## src/pbs_pkg.sv

```systemverilog
// Constants and types for the power button and standby input control block
package pbs_pkg;

	// ============================================================
	// Timing
	localparam int CLK_FREQ_KHZ      = 250000;
	localparam int MS_CYCLES         = CLK_FREQ_KHZ;
	localparam int RESTART_WAIT_NS   = 30000;
	localparam int RESTART_WAIT_CYC  = (RESTART_WAIT_NS * (CLK_FREQ_KHZ / 1000) + 999) / 1000;
	localparam logic [9:0]  DBNC_SHORT_MS = 10'd32;
	localparam logic [9:0]  DBNC_MID_MS   = 10'd125;
	localparam logic [9:0]  DBNC_LONG_MS  = 10'd750;
	localparam logic [13:0] HOLD_1S_MS    = 14'd1000;
	localparam logic [13:0] HOLD_2S_MS    = 14'd2000;
	localparam logic [13:0] HOLD_3S_MS    = 14'd3000;
	localparam logic [13:0] HOLD_4S_MS    = 14'd4000;
	localparam logic [13:0] HOLD_8S_MS    = 14'd8000;
	localparam logic [13:0] LONG_2S_MS    = 14'd2000;
	localparam logic [13:0] LONG_4S_MS    = 14'd4000;
	localparam logic [13:0] LONG_8S_MS    = 14'd8000;
	localparam logic [13:0] LONG_16S_MS   = 14'd16000;
	localparam logic [13:0] HOLD_CAP_MS   = 14'd16001;

	// ============================================================
	// Summary register bit positions
	localparam int SUM_EWARN   = 7;
	localparam int SUM_BUTTON  = 6;
	localparam int SUM_OV      = 5;
	localparam int SUM_UV      = 4;
	localparam int SUM_ILIM    = 3;
	localparam int SUM_MODE    = 2;
	localparam int SUM_STAT2   = 1;
	localparam int SUM_STAT1   = 0;

	// ============================================================
	// Reset values
	localparam logic [7:0] FLAGS_RESET = 8'h00;
	localparam logic [7:0] MASK_RESET  = 8'hff;

	// ============================================================
	// Types
	typedef struct packed {
		logic       reset_en;
		logic [1:0] delay_sel;
		logic [1:0] dbnc_sel;
		logic       stby_inv;
	} pbs_cfg_t;

	typedef struct packed {
		logic rsvd;
		logic hold8;
		logic hold4;
		logic hold3;
		logic hold2;
		logic hold1;
		logic release_f;
		logic press;
	} pbs_btn_flags_t;

	typedef enum logic [2:0] {
		ST_OFF  = 3'b001,
		ST_ON   = 3'b010,
		ST_RST  = 3'b100
	} pbs_state_t;

endpackage

```

## src/pbs_debounce.sv

```systemverilog
// Two-threshold debounce filter counting millisecond ticks
`timescale 1ns/10ps
`default_nettype none
module pbs_debounce (
	// Clock and reset
	input  wire logic       sys_clk,
	input  wire logic       reset_n,
	// Timing
	input  wire logic       ms_tick,
	input  wire logic [9:0] fall_ms,
	input  wire logic [9:0] rise_ms,
	// Signal
	input  wire logic       raw_in,
	output logic            level_r,
	output logic            fall_evt,
	output logic            rise_evt
);
	logic [9:0] cnt_r;
	logic [9:0] target;
	logic       differ;
	logic       flip;

	assign differ = raw_in != level_r;
	// Stable high waits for a falling edge, stable low for a rising one
	assign target = level_r ? fall_ms : rise_ms;
	assign flip   = differ && ms_tick && (cnt_r >= target);
	assign fall_evt = flip && level_r;
	assign rise_evt = flip && !level_r;

	always_ff @(posedge sys_clk or negedge reset_n) begin
		if (!reset_n) begin
			cnt_r <= 10'h000;
		end else if (!differ || flip) begin
			cnt_r <= 10'h000;
		end else if (ms_tick && cnt_r != 10'h3ff) begin
			cnt_r <= cnt_r + 10'h001;
		end
	end

	// Released level assumed at reset, matching the external pull-up
	always_ff @(posedge sys_clk or negedge reset_n) begin
		if (!reset_n) begin
			level_r <= 1'b1;
		end else if (flip) begin
			level_r <= raw_in;
		end
	end
endmodule // pbs_debounce
`default_nettype wire

```

## src/pbs_top.sv

```systemverilog
// Power button, hold timers, long press, standby and interrupt summary
`timescale 1ns/10ps
`default_nettype none
module pbs_top #(
	parameter int MS_CYC      = pbs_pkg::MS_CYCLES,
	parameter int RESTART_CYC = pbs_pkg::RESTART_WAIT_CYC
) (
	// Clock and reset
	input  wire logic             sys_clk,
	input  wire logic             reset_n,
	// Pins
	input  wire logic             power_button_input,
	input  wire logic             low_power_request,
	// One-time-programmable straps
	input  wire logic             button_mode_select,
	input  wire logic [1:0]       otp_debounce_select,
	input  wire logic [1:0]       otp_delay_select,
	// Software writes
	input  wire logic             cfg_wr_en,
	input  wire pbs_pkg::pbs_cfg_t cfg_wdata,
	input  wire logic             mask_wr_en,
	input  wire logic [7:0]       mask_wdata,
	input  wire logic             flag_clr_en,
	input  wire logic [7:0]       flag_clr_data,
	// Pending unmasked latches of other groups
	input  wire logic [7:0]       other_pending,
	// Register readback
	output logic                  button_level_sense,
	output pbs_pkg::pbs_btn_flags_t button_flags,
	output pbs_pkg::pbs_cfg_t     cfg_readback,
	output logic [7:0]            mask_readback,
	output logic [7:0]            interrupt_summary,
	output logic                  interrupt_request_output_n,
	// Power control
	output logic                  system_on,
	output logic                  power_on_event,
	output logic                  turn_off_event,
	output logic                  power_down_request,
	output logic                  standby_active
);
	import pbs_pkg::*;

	pbs_cfg_t       cfg_r;
	logic           mode_r;
	logic           load_r;
	pbs_btn_flags_t flags_r;
	logic [7:0]     mask_r;
	logic [7:0]     flag_set;
	pbs_state_t     state_r;
	logic [17:0]    div_r;
	logic           ms_tick;
	logic [13:0]    hold_ms_r;
	logic [12:0]    wait_r;
	logic           deb_level;
	logic           deb_fall;
	logic           deb_rise;
	logic           long_hit;
	logic           wait_done;

	function automatic logic [9:0] fall_ms_of(input logic [1:0] sel);
		case (sel)
			2'b10:   fall_ms_of = DBNC_MID_MS;
			2'b11:   fall_ms_of = DBNC_LONG_MS;
			default: fall_ms_of = DBNC_SHORT_MS;
		endcase
	endfunction

	function automatic logic [13:0] long_ms_of(input logic [1:0] sel);
		case (sel)
			2'b00:   long_ms_of = LONG_2S_MS;
			2'b01:   long_ms_of = LONG_4S_MS;
			2'b10:   long_ms_of = LONG_8S_MS;
			default: long_ms_of = LONG_16S_MS;
		endcase
	endfunction

	// ============================================================
	// Millisecond divider
	assign ms_tick = div_r == 18'(MS_CYC - 1);

	always_ff @(posedge sys_clk or negedge reset_n) begin
		if (!reset_n) begin
			div_r <= 18'h00000;
		end else if (ms_tick) begin
			div_r <= 18'h00000;
		end else begin
			div_r <= div_r + 18'h00001;
		end
	end

	// ============================================================
	// Configuration, OTP defaults taken after reset release and after a reset cycle
	always_ff @(posedge sys_clk or negedge reset_n) begin
		if (!reset_n) begin
			load_r <= 1'b1;
		end else begin
			load_r <= wait_done;
		end
	end

	always_ff @(posedge sys_clk or negedge reset_n) begin
		if (!reset_n) begin
			cfg_r  <= '0;
			mode_r <= 1'b0;
		end else if (load_r) begin
			cfg_r.reset_en  <= 1'b0;
			cfg_r.delay_sel <= otp_delay_select;
			cfg_r.dbnc_sel  <= otp_debounce_select;
			cfg_r.stby_inv  <= 1'b0;
			mode_r          <= button_mode_select;
		end else if (cfg_wr_en) begin
			cfg_r <= cfg_wdata;
		end
	end

	always_ff @(posedge sys_clk or negedge reset_n) begin
		if (!reset_n) begin
			mask_r <= MASK_RESET;
		end else if (mask_wr_en) begin
			mask_r <= mask_wdata;
		end
	end

	// ============================================================
	// Debounce and level sense
	pbs_debounce u_deb (
		.sys_clk  (sys_clk),
		.reset_n  (reset_n),
		.ms_tick  (ms_tick),
		.fall_ms  (fall_ms_of(cfg_r.dbnc_sel)),
		.rise_ms  (DBNC_SHORT_MS),
		.raw_in   (power_button_input),
		.level_r  (deb_level),
		.fall_evt (deb_fall),
		.rise_evt (deb_rise)
	);

	always_ff @(posedge sys_clk or negedge reset_n) begin
		if (!reset_n) begin
			button_level_sense <= 1'b1;
		end else begin
			button_level_sense <= power_button_input;
		end
	end

	// ============================================================
	// Hold timer, cleared whenever the debounced button is released
	always_ff @(posedge sys_clk or negedge reset_n) begin
		if (!reset_n) begin
			hold_ms_r <= 14'h0000;
		end else if (deb_level) begin
			hold_ms_r <= 14'h0000;
		end else if (ms_tick && hold_ms_r != HOLD_CAP_MS) begin
			hold_ms_r <= hold_ms_r + 14'h0001;
		end
	end

	// Equality compare fires once per press; a held button saturates past all limits
	assign long_hit = !deb_level && ms_tick && (hold_ms_r == long_ms_of(cfg_r.delay_sel));

	// ============================================================
	// Power state
	assign wait_done = (state_r == ST_RST) && (wait_r == 13'(RESTART_CYC - 1));

	always_ff @(posedge sys_clk or negedge reset_n) begin
		if (!reset_n) begin
			wait_r <= 13'h0000;
		end else if (state_r != ST_RST || wait_done) begin
			wait_r <= 13'h0000;
		end else begin
			wait_r <= wait_r + 13'h0001;
		end
	end

	always_ff @(posedge sys_clk or negedge reset_n) begin
		if (!reset_n) begin
			state_r <= ST_OFF;
		end else begin
			case (state_r)
				ST_OFF: begin
					// Strap mode is not valid until the load cycle has passed
					if (load_r) begin
						state_r <= ST_OFF;
					end else if (!mode_r && deb_level) begin
						state_r <= ST_ON;
					end else if (mode_r && deb_fall) begin
						state_r <= ST_ON;
					end
				end
				ST_ON: begin
					if (!mode_r && !deb_level) begin
						state_r <= ST_OFF;
					end else if (long_hit && cfg_r.reset_en) begin
						state_r <= ST_RST;
					end else if (long_hit) begin
						state_r <= ST_OFF;
					end
				end
				ST_RST: begin
					if (wait_done) begin
						state_r <= ST_ON;
					end
				end
				default: state_r <= ST_OFF;
			endcase
		end
	end

	always_ff @(posedge sys_clk or negedge reset_n) begin
		if (!reset_n) begin
			power_on_event     <= 1'b0;
			turn_off_event     <= 1'b0;
			power_down_request <= 1'b0;
		end else begin
			power_on_event <= (state_r == ST_OFF) && !load_r &&
				((!mode_r && deb_level) || (mode_r && deb_fall));
			turn_off_event <= (state_r == ST_ON) &&
				((!mode_r && !deb_level) || (long_hit && !cfg_r.reset_en));
			power_down_request <= (state_r == ST_ON) && (mode_r || deb_level) &&
				long_hit && cfg_r.reset_en;
		end
	end

	assign system_on = state_r == ST_ON;

	// ============================================================
	// Standby request
	always_ff @(posedge sys_clk or negedge reset_n) begin
		if (!reset_n) begin
			standby_active <= 1'b0;
		end else begin
			standby_active <= system_on && (low_power_request ^ cfg_r.stby_inv);
		end
	end

	// ============================================================
	// Button latches; a new event beats a clear in the same cycle
	always_comb begin
		flag_set    = 8'h00;
		flag_set[0] = deb_fall && (system_on || (state_r == ST_OFF && mode_r));
		flag_set[1] = deb_rise && system_on;
		flag_set[2] = !deb_level && ms_tick && hold_ms_r == HOLD_1S_MS;
		flag_set[3] = !deb_level && ms_tick && hold_ms_r == HOLD_2S_MS;
		flag_set[4] = !deb_level && ms_tick && hold_ms_r == HOLD_3S_MS;
		flag_set[5] = !deb_level && ms_tick && hold_ms_r == HOLD_4S_MS;
		flag_set[6] = !deb_level && ms_tick && hold_ms_r == HOLD_8S_MS;
	end

	always_ff @(posedge sys_clk or negedge reset_n) begin
		if (!reset_n) begin
			flags_r <= pbs_btn_flags_t'(FLAGS_RESET);
		end else begin
			flags_r <= pbs_btn_flags_t'((flags_r & ~(flag_clr_en ? flag_clr_data : 8'h00)) |
				flag_set);
		end
	end

	assign button_flags  = flags_r;
	assign cfg_readback  = cfg_r;
	assign mask_readback = mask_r;

	// ============================================================
	// First-level summary
	always_comb begin
		interrupt_summary             = other_pending;
		interrupt_summary[SUM_BUTTON] = |(flags_r & ~mask_r);
	end

	assign interrupt_request_output_n = ~|interrupt_summary;

	// ============================================================
	// Checks
	property p_level_sense;
		@(posedge sys_clk) disable iff (!reset_n)
		1'b1 |=> button_level_sense == $past(power_button_input);
	endproperty
	a_level_sense: assert property (p_level_sense) else $error("level sense wrong");

	property p_flag_sticky;
		@(posedge sys_clk) disable iff (!reset_n)
		(flags_r.press && !(flag_clr_en && flag_clr_data[0])) |=> flags_r.press;
	endproperty
	a_flag_sticky: assert property (p_flag_sticky) else $error("press flag lost");

	property p_set_wins;
		@(posedge sys_clk) disable iff (!reset_n)
		(flag_set[1] && flag_clr_en && flag_clr_data[1]) |=> flags_r.release_f;
	endproperty
	a_set_wins: assert property (p_set_wins) else $error("clear beat set");

	property p_press_on;
		@(posedge sys_clk) disable iff (!reset_n)
		(deb_fall && system_on) |=> flags_r.press;
	endproperty
	a_press_on: assert property (p_press_on) else $error("press flag missing");

	property p_standby;
		@(posedge sys_clk) disable iff (!reset_n)
		system_on ##1 system_on |-> standby_active == $past(low_power_request ^ cfg_r.stby_inv);
	endproperty
	a_standby: assert property (p_standby) else $error("standby mismatch");

	property p_long_reset;
		@(posedge sys_clk) disable iff (!reset_n)
		(system_on && long_hit && cfg_r.reset_en && mode_r) |=>
			(state_r == ST_RST) && power_down_request;
	endproperty
	a_long_reset: assert property (p_long_reset) else $error("no reset cycle");

	property p_long_off;
		@(posedge sys_clk) disable iff (!reset_n)
		(system_on && long_hit && !cfg_r.reset_en) |=> (state_r == ST_OFF) && turn_off_event;
	endproperty
	a_long_off: assert property (p_long_off) else $error("no turn off");

	property p_level_mode_off;
		@(posedge sys_clk) disable iff (!reset_n)
		(system_on && !mode_r && !deb_level) |=> !system_on;
	endproperty
	a_level_mode_off: assert property (p_level_mode_off) else $error("on while low");

	property p_hold_restart;
		@(posedge sys_clk) disable iff (!reset_n)
		deb_level |=> hold_ms_r == 14'h0000 || !$past(deb_level);
	endproperty
	a_hold_restart: assert property (p_hold_restart) else $error("hold not restarted");

	property p_summary_clear;
		@(posedge sys_clk) disable iff (!reset_n)
		((flags_r & ~mask_r) == 8'h00) |-> !interrupt_summary[SUM_BUTTON];
	endproperty
	a_summary_clear: assert property (p_summary_clear) else $error("summary stuck");

	property p_otp_load;
		@(posedge sys_clk) disable iff (!reset_n)
		load_r |=> cfg_r.dbnc_sel == $past(otp_debounce_select) &&
			cfg_r.delay_sel == $past(otp_delay_select);
	endproperty
	a_otp_load: assert property (p_otp_load) else $error("otp default not loaded");
endmodule // pbs_top
`default_nettype wire

```

## config.mk

```make
export PLATFORM = sky130hd
export DESIGN_NAME = pbs_top
export DESIGN_NICKNAME = d
export VERILOG_FILES = /design/src/pbs_pkg.sv /design/src/pbs_debounce.sv /design/src/pbs_top.sv
export SDC_FILE = /design/constraint.sdc
export NUM_CORES = 1
export LEC_CHECK = 0
export ABC_AREA = 1
export BUFFER_PORTS_ARGS = -buffer_cell sky130_fd_sc_hd__buf_2
export CORE_MARGIN = 5
export CORE_UTILIZATION = 41
export CTS_BUF_LIST = sky130_fd_sc_hd__clkbuf_4
export CTS_CLUSTER_DIAMETER = 150
export DETAILED_ROUTE_END_ITERATION = 10
export GPL_ROUTABILITY_DRIVEN = 0
export GPL_TIMING_DRIVEN = 0
export SLEW_MARGIN = 30
export SYNTH_ARGS = -nofsm -noshare
export SYNTH_HDL_FRONTEND = slang
export SYNTH_SLANG_ARGS = --single-unit
```

## constraint.sdc

```tcl
create_clock -name sys_clk -period 3.94 [get_ports sys_clk]
set_clock_uncertainty 0.15 [all_clocks]
set_input_delay 0.197 -clock sys_clk [delete_from_list [all_inputs] [get_ports sys_clk]]
set_output_delay 0.197 -clock sys_clk [all_outputs]
set_load 0.005 [all_outputs]
```

### After elaboration in Yosys (flattened, before gate mapping)

Cells that the tools add are included.

* register bits after elaboration: 88
* bits in latches: 0
* bits in writable memories: 0
* ROM bits: 0
* bits of input ports: 42
* output and inout bits: 37
* logic and storage cells: 127
* memories: 0

* $add $sub $neg: 4
* $mul: 0
* divide/modulo/power cells: 0
* order comparisons: 1
* equal/unequal tests: 22
* shifts and indexed selects: 0
* multiplexer cells: 20
* bitwise gates (word level): 6
* reduce and logical (&&, ||, !) cells: 48

Operators by type and width (number)
* $pmux W14 S3: 1
* $mux W10: 3
* $logic_and A1 B1 Y1: 29
* $eq A14 B12 Y1 const B: 2
* $mux W14: 2
* $mux W3: 7
* $pmux W10 S2: 1
* $add A18 B1 Y18 const B: 1
* $eq A18 B18 Y1 const B: 1
* $mux W18: 1
* $and A8 B8 Y8: 2
* $not A8 Y8: 2
* $reduce_or A15 Y1: 1
* $add A14 B1 Y14 const B: 1
* $eq A14 B10 Y1 const B: 1
* $eq A14 B11 Y1 const B: 1
* $eq A14 B13 Y1 const B: 1
* $eq A14 B14 Y1: 1
* $ne A14 B14 Y1 const B: 1
* $add A13 B1 Y13 const B: 1
* $eq A13 B13 Y1 const B: 1
* $mux W13: 1
* $mux W6: 2
* $add A10 B1 Y10 const B: 1
* other kinds (22): 36

### Logic depth before layout (Yosys ltp)

* word-level depth: 11
* mapped depth: 16
* gate-level depth less buffers: 15

### By module

A second synthesis with hierarchy kept.

* cells, all modules: 673
* area total of the unflattened synthesis: 5318.9 µm²

Modules (own cells, without submodules)
* pbs_top: instances 1, cells each 532, area an instance 4279.1 µm², seq. area each 1940.6 µm²
* pbs_debounce: instances 1, cells each 141, area an instance 1039.7 µm², seq. area each 276.5 µm²

### Worst setup path before layout

OpenSTA, ideal clock, no wires.

* kind: reg2reg
* start point: register u_deb.level_r
* end point: register u_deb.cnt_r[0]
* library setup time: 66 ps
* arrival: 2251 ps
* data required time: 3724 ps
* path slack: 1473 ps
* cell stages (with the launch flop): 17
* path buffers: 1
* period minus slack after synthesis: 2467 ps
* cells stage by stage: dfstp_2 > buf_2 > nand2_1 > nor2_1 > inv_1 > ha_1 > nand2_1 > inv_1 > nand2_1 > nand2_1 > nand2_1 > nand3_1 > a21oi_2 > inv_2 > nor2_1 > nand2_1 > nand2_1

* cells in the longest elaborated chain, start to end: 5
* elaborated cells between the ends (all ways): 9
* those cells by class: 1 x order compare; 1 x eq/ne; 2 x mux; 5 x reduce/logical

Ends and longest elaborated chain
* start: declaration: line pbs_debounce.sv:14 `output logic level_r,`
* start signal: assignment: line pbs_debounce.sv:45 `level_r <= raw_in;`
* $mux W10 / $ne A1 B1 Y1 (equally long branches): line pbs_debounce.sv:25, pbs_debounce.sv:23
* $ge A10 B10 Y1 / $logic_and A1 B1 Y1 (equally long branches): line pbs_debounce.sv:26 `assign flip = differ && ms_tick && (cnt_r >= target);`
* $logic_and A1 B1 Y1: line pbs_debounce.sv:26
* $logic_or A1 B1 Y1 (*): line pbs_debounce.sv:33 `end else if (!differ || flip) begin`
* $mux W10 / $reduce_bool A2 Y1 (equally long branches)
* end signal: assignment: line pbs_debounce.sv:36 `cnt_r <= cnt_r + 10'h001;`
* end: declaration: line pbs_debounce.sv:18 `logic [9:0] cnt_r;`

Mark *: on every way between the ends. The rest lies on a longest branch, timed or not.
A chain may end at the register's enable or synchronous reset.

### Worst setup path in the final report

* start point: register u_deb.level_r
* end point: register u_deb.cnt_r[9]

Same word-level chain as after synthesis.

==> metrics.csv <==
metric,value,unit
outcome,completed,
Cell variety after synth,48,
WL/cell,13.16,µm
combinational share of power,9.3,%
Pleak,3.038,nW
Mapped Cells,650,
mean post-synth cell area,7.713,µm²
clock-pin slew on the worst setup and hold paths,150,ps
first-pass GRT wire length,20730,µm
Reg power frac,56.2,%
CP required,4180,ps
min-delay src,flag_clr_en,
reg2reg start,u_deb.level_r,
crit path max fanout,10,
PwrDens,270.7,nW/µm²
largest net degree at the start of global routing,47,
Final Hold Fails,0,
Syn. warnings,0,
Root Driver,clkbuf_4,
initial antenna violation count,0,
Worst R2R Setup Slack,1090,ps
crit share post-route,72.32,%
"FFs w/ async S/R, synth",100.0,%
Seq. cell area,2217,µm²
setup violators final,0,
Routed Wire Length,12210,µm
Achievable Freq,350.9,MHz
Rel. slew slack,65.56,%
Worst Setup End Kind,flip-flop,
starting density of the core,41.74,%
Antenna Violating Nets Remaining,0,
P_int,0.001265,W
WP data arrival,3080,ps
setup TNS,0,ps
TritonCTS buffer count,9,
post-synthesis sequential area ratio,44.22,%
Die X,120.6,µm
Yosys top cell area share,37.93,%
Crit Path Class,flip-flop to flip-flop,
CTS tree,built,
#FFs+latches synth,88,
VDD IR max,0.1256,mV
Synth Flop Type,dfrtp_1,
area of the mapped netlist,5014,µm²
"commonest non-fill, non-tap cell in the layout",nand2_1,
Slew Limit Fails,0,
vias in the first global route,4454,
final net count,832,
core area,12010,µm²
grt ovf,0,
Vias/cell,4.933,
minimum clock period,2850,ps
Area Overhead vs Synth,22.54,%
Total Routing Usage GR,17.27,%
insertion delay to the later sink of the worst-skew pair,430,ps
drt first pass iters,5,
Net Sw Frac,23.95,%
number of port buffers,76,
htree depth,3,
max-cap violations,0,
die height,120.6,µm
HP Class,primary input to flip-flop,
most frequent cells in the layout,"164 x nand2_1, 88 x inv_1, 79 x buf_2",
Clock power frac,34.5,%
top post-synthesis cells by area,"dfrtp_1 38%, nand2_1 12%, inv_1 6.6%, dfstp_2 6.3%, nor2_1 5.8%",
NetSw,0.0003983,W
RR Endpoint,u_deb.cnt_r[9],
# diodes,0,
DIE AREA,14540,µm²
Via Count,4578,
Hold Path End,button_flags[7],
post-detail-place hpwl,9089,µm
Post-Syn Nets,706,
layout cells sized above 1,19.08,%
Starting DRT DRC Count,216,
Rows,40,
num ports,79,
CP Launch Type,flip-flop,
Remaining DRCs,0,
hold slack,25.70,ps
multi-input combinational cell area,2346,µm²
worst slew pin tran,512.6,ps
clk sinks,88,
Post-synth EDFFs,0,
post-synth top area cell,dfrtp_1,
r2r worst-path depth,16,
Filler Cell Count,1176,
clock buffer depth,2,
hold path depth,2,
RSZ-0062 raised after global routing,false,
per-stage QoR:
| stage | instances | utilization [%] | instance area (µm²) | worst slack (ps) | total power (W) |
|---|---|---|---|---|---|
| 2_1_floorplan | 650 | - | 5014 | 1473 | 0.0009970 |
| 3_3_place_gp | 873 | 46.44 | 5578 | 1077 | 0.001065 |
| 3_5_place_dp | 874 | 46.66 | 5604 | 1082 | 0.001072 |
| 4_1_cts | 928 | 51.15 | 6143 | 1055 | 0.001687 |
| 5_1_grt | 928 | 51.15 | 6143 | 760.1 | 0.001741 |
| 6_report | 928 | 51.15 | 6143 | 1090 | 0.001663 |
cell type report:
type	count	area share [%]
Timing Repair Buffer	115	12.81
Multi-Input combinational cell	454	38.19
Tap cell	147	2.994
Buffer	15	1.609
Clock buffer	10	1.222
Sequential cell	88	36.09
Inverter	93	5.723
Clock inverter	6	1.365
synth_stat cells (2+ instances only):
cell	count
nand2_1	164
or2_2	3
dfrtp_1	76
o211ai_1	2
nand3_1	31
xor2_1	11
a21oi_2	3
nand4_1	14
nor3_1	25
o31ai_1	6
nor2_2	4
nand3_2	3
xnor2_1	2
a21oi_1	23
inv_2	4
nor2_4	3
inv_1	88
nand2_4	3
clkbuf_1	3
o21ai_1	6
a31oi_1	2
a221oi_1	2
dfstp_2	12
nand2_2	4
ha_1	14
buf_2	4
nor3_2	2
nand3b_1	2
nor4_1	7
o21ai_0	25
buf_4	7
o41ai_1	2
nor2_1	78
layer usage:
layer / wire length (µm) / part of all wire (%) / GRT usage, %
met5: 0 / 0 / 0
met4: 154 / 1.3 / 4.037
met3: 742 / 6.1 / 3.274
met2: 5536 / 45 / 28.71
met1: 5780 / 47 / 23.41
power groups by stage:
stage / sequential, W / clock [W] / combinational [W]
6_report: 0.000935 / 0.000574 / 0.000154
5_1_grt: 0.000937 / 0.000628 / 0.000175
4_1_cts: 0.000935 / 0.000597 / 0.000155
3_5_place_dp: 0.000952 / 0 / 0.000120
3_3_place_gp: 0.000951 / 0 / 0.000114
2_1_floorplan: 0.000951 / 0 / 0.0000461
logic make-up (layout without fill, tap and decap cells):
family,count (synthesis),after routing,share of synthesized area (%)
buffers and inverters,108,239,8.984
muxes,1,1,0.2246
AOI/OAI and AO/OA,76,76,8.935
adders and majority gates,14,14,3.494
DFF,88,88,44.22
and+or+nand+nor,350,350,31.87
xor gates and xnor gates,13,13,2.271
worst max-delay path, cell delays in order (launching register included):
cell and delay [ps]:
dfstp_2 590, buf_2 230, nand2_1 160, nor2_1 160, inv_1 60, ha_1 260
nand2_1 80, inv_1 40, nand2_1 50, nand2_1 50, nand2_1 50, nand3_1 150
a21oi_2 440, inv_2 70, nor2_1 140, nand2_1 60, nand2_1 50
state kept, by name, indices dropped and copies added, names as in the netlist:
signal              flops
div_r                  18
hold_ms_r              14
wait_r                 13
u_deb.cnt_r            10
button_flags            8
mask_readback           8
cfg_readback            6
state_r                 3
button_level_sense      1
load_r                  1
mode_r                  1
power_down_request      1
power_on_event          1
standby_active          1
turn_off_event          1
u_deb.level_r           1
what timing repair did:
| action | CTS | global route |
|---|---|---|
| hold buffers | 38 | 0 |
| gates resized for setup | 0 | 0 |
| setup buffers | 0 | 0 |
| hold endpoints to repair | 104 | 0 |
worst max path at each step:
stage	startpoint	to	slack [ps]
2_1_floorplan	u_deb.level_r	u_deb.cnt_r[0]	1470
3_3_place_gp	u_deb.level_r	u_deb.cnt_r[0]	1080
3_5_place_dp	u_deb.level_r	u_deb.cnt_r[9]	1080
4_1_cts	u_deb.level_r	u_deb.cnt_r[9]	1060
5_1_grt	u_deb.level_r	u_deb.cnt_r[9]	760
6_report	u_deb.level_r	u_deb.cnt_r[9]	1090
Power figures use the tool's default switching activity.
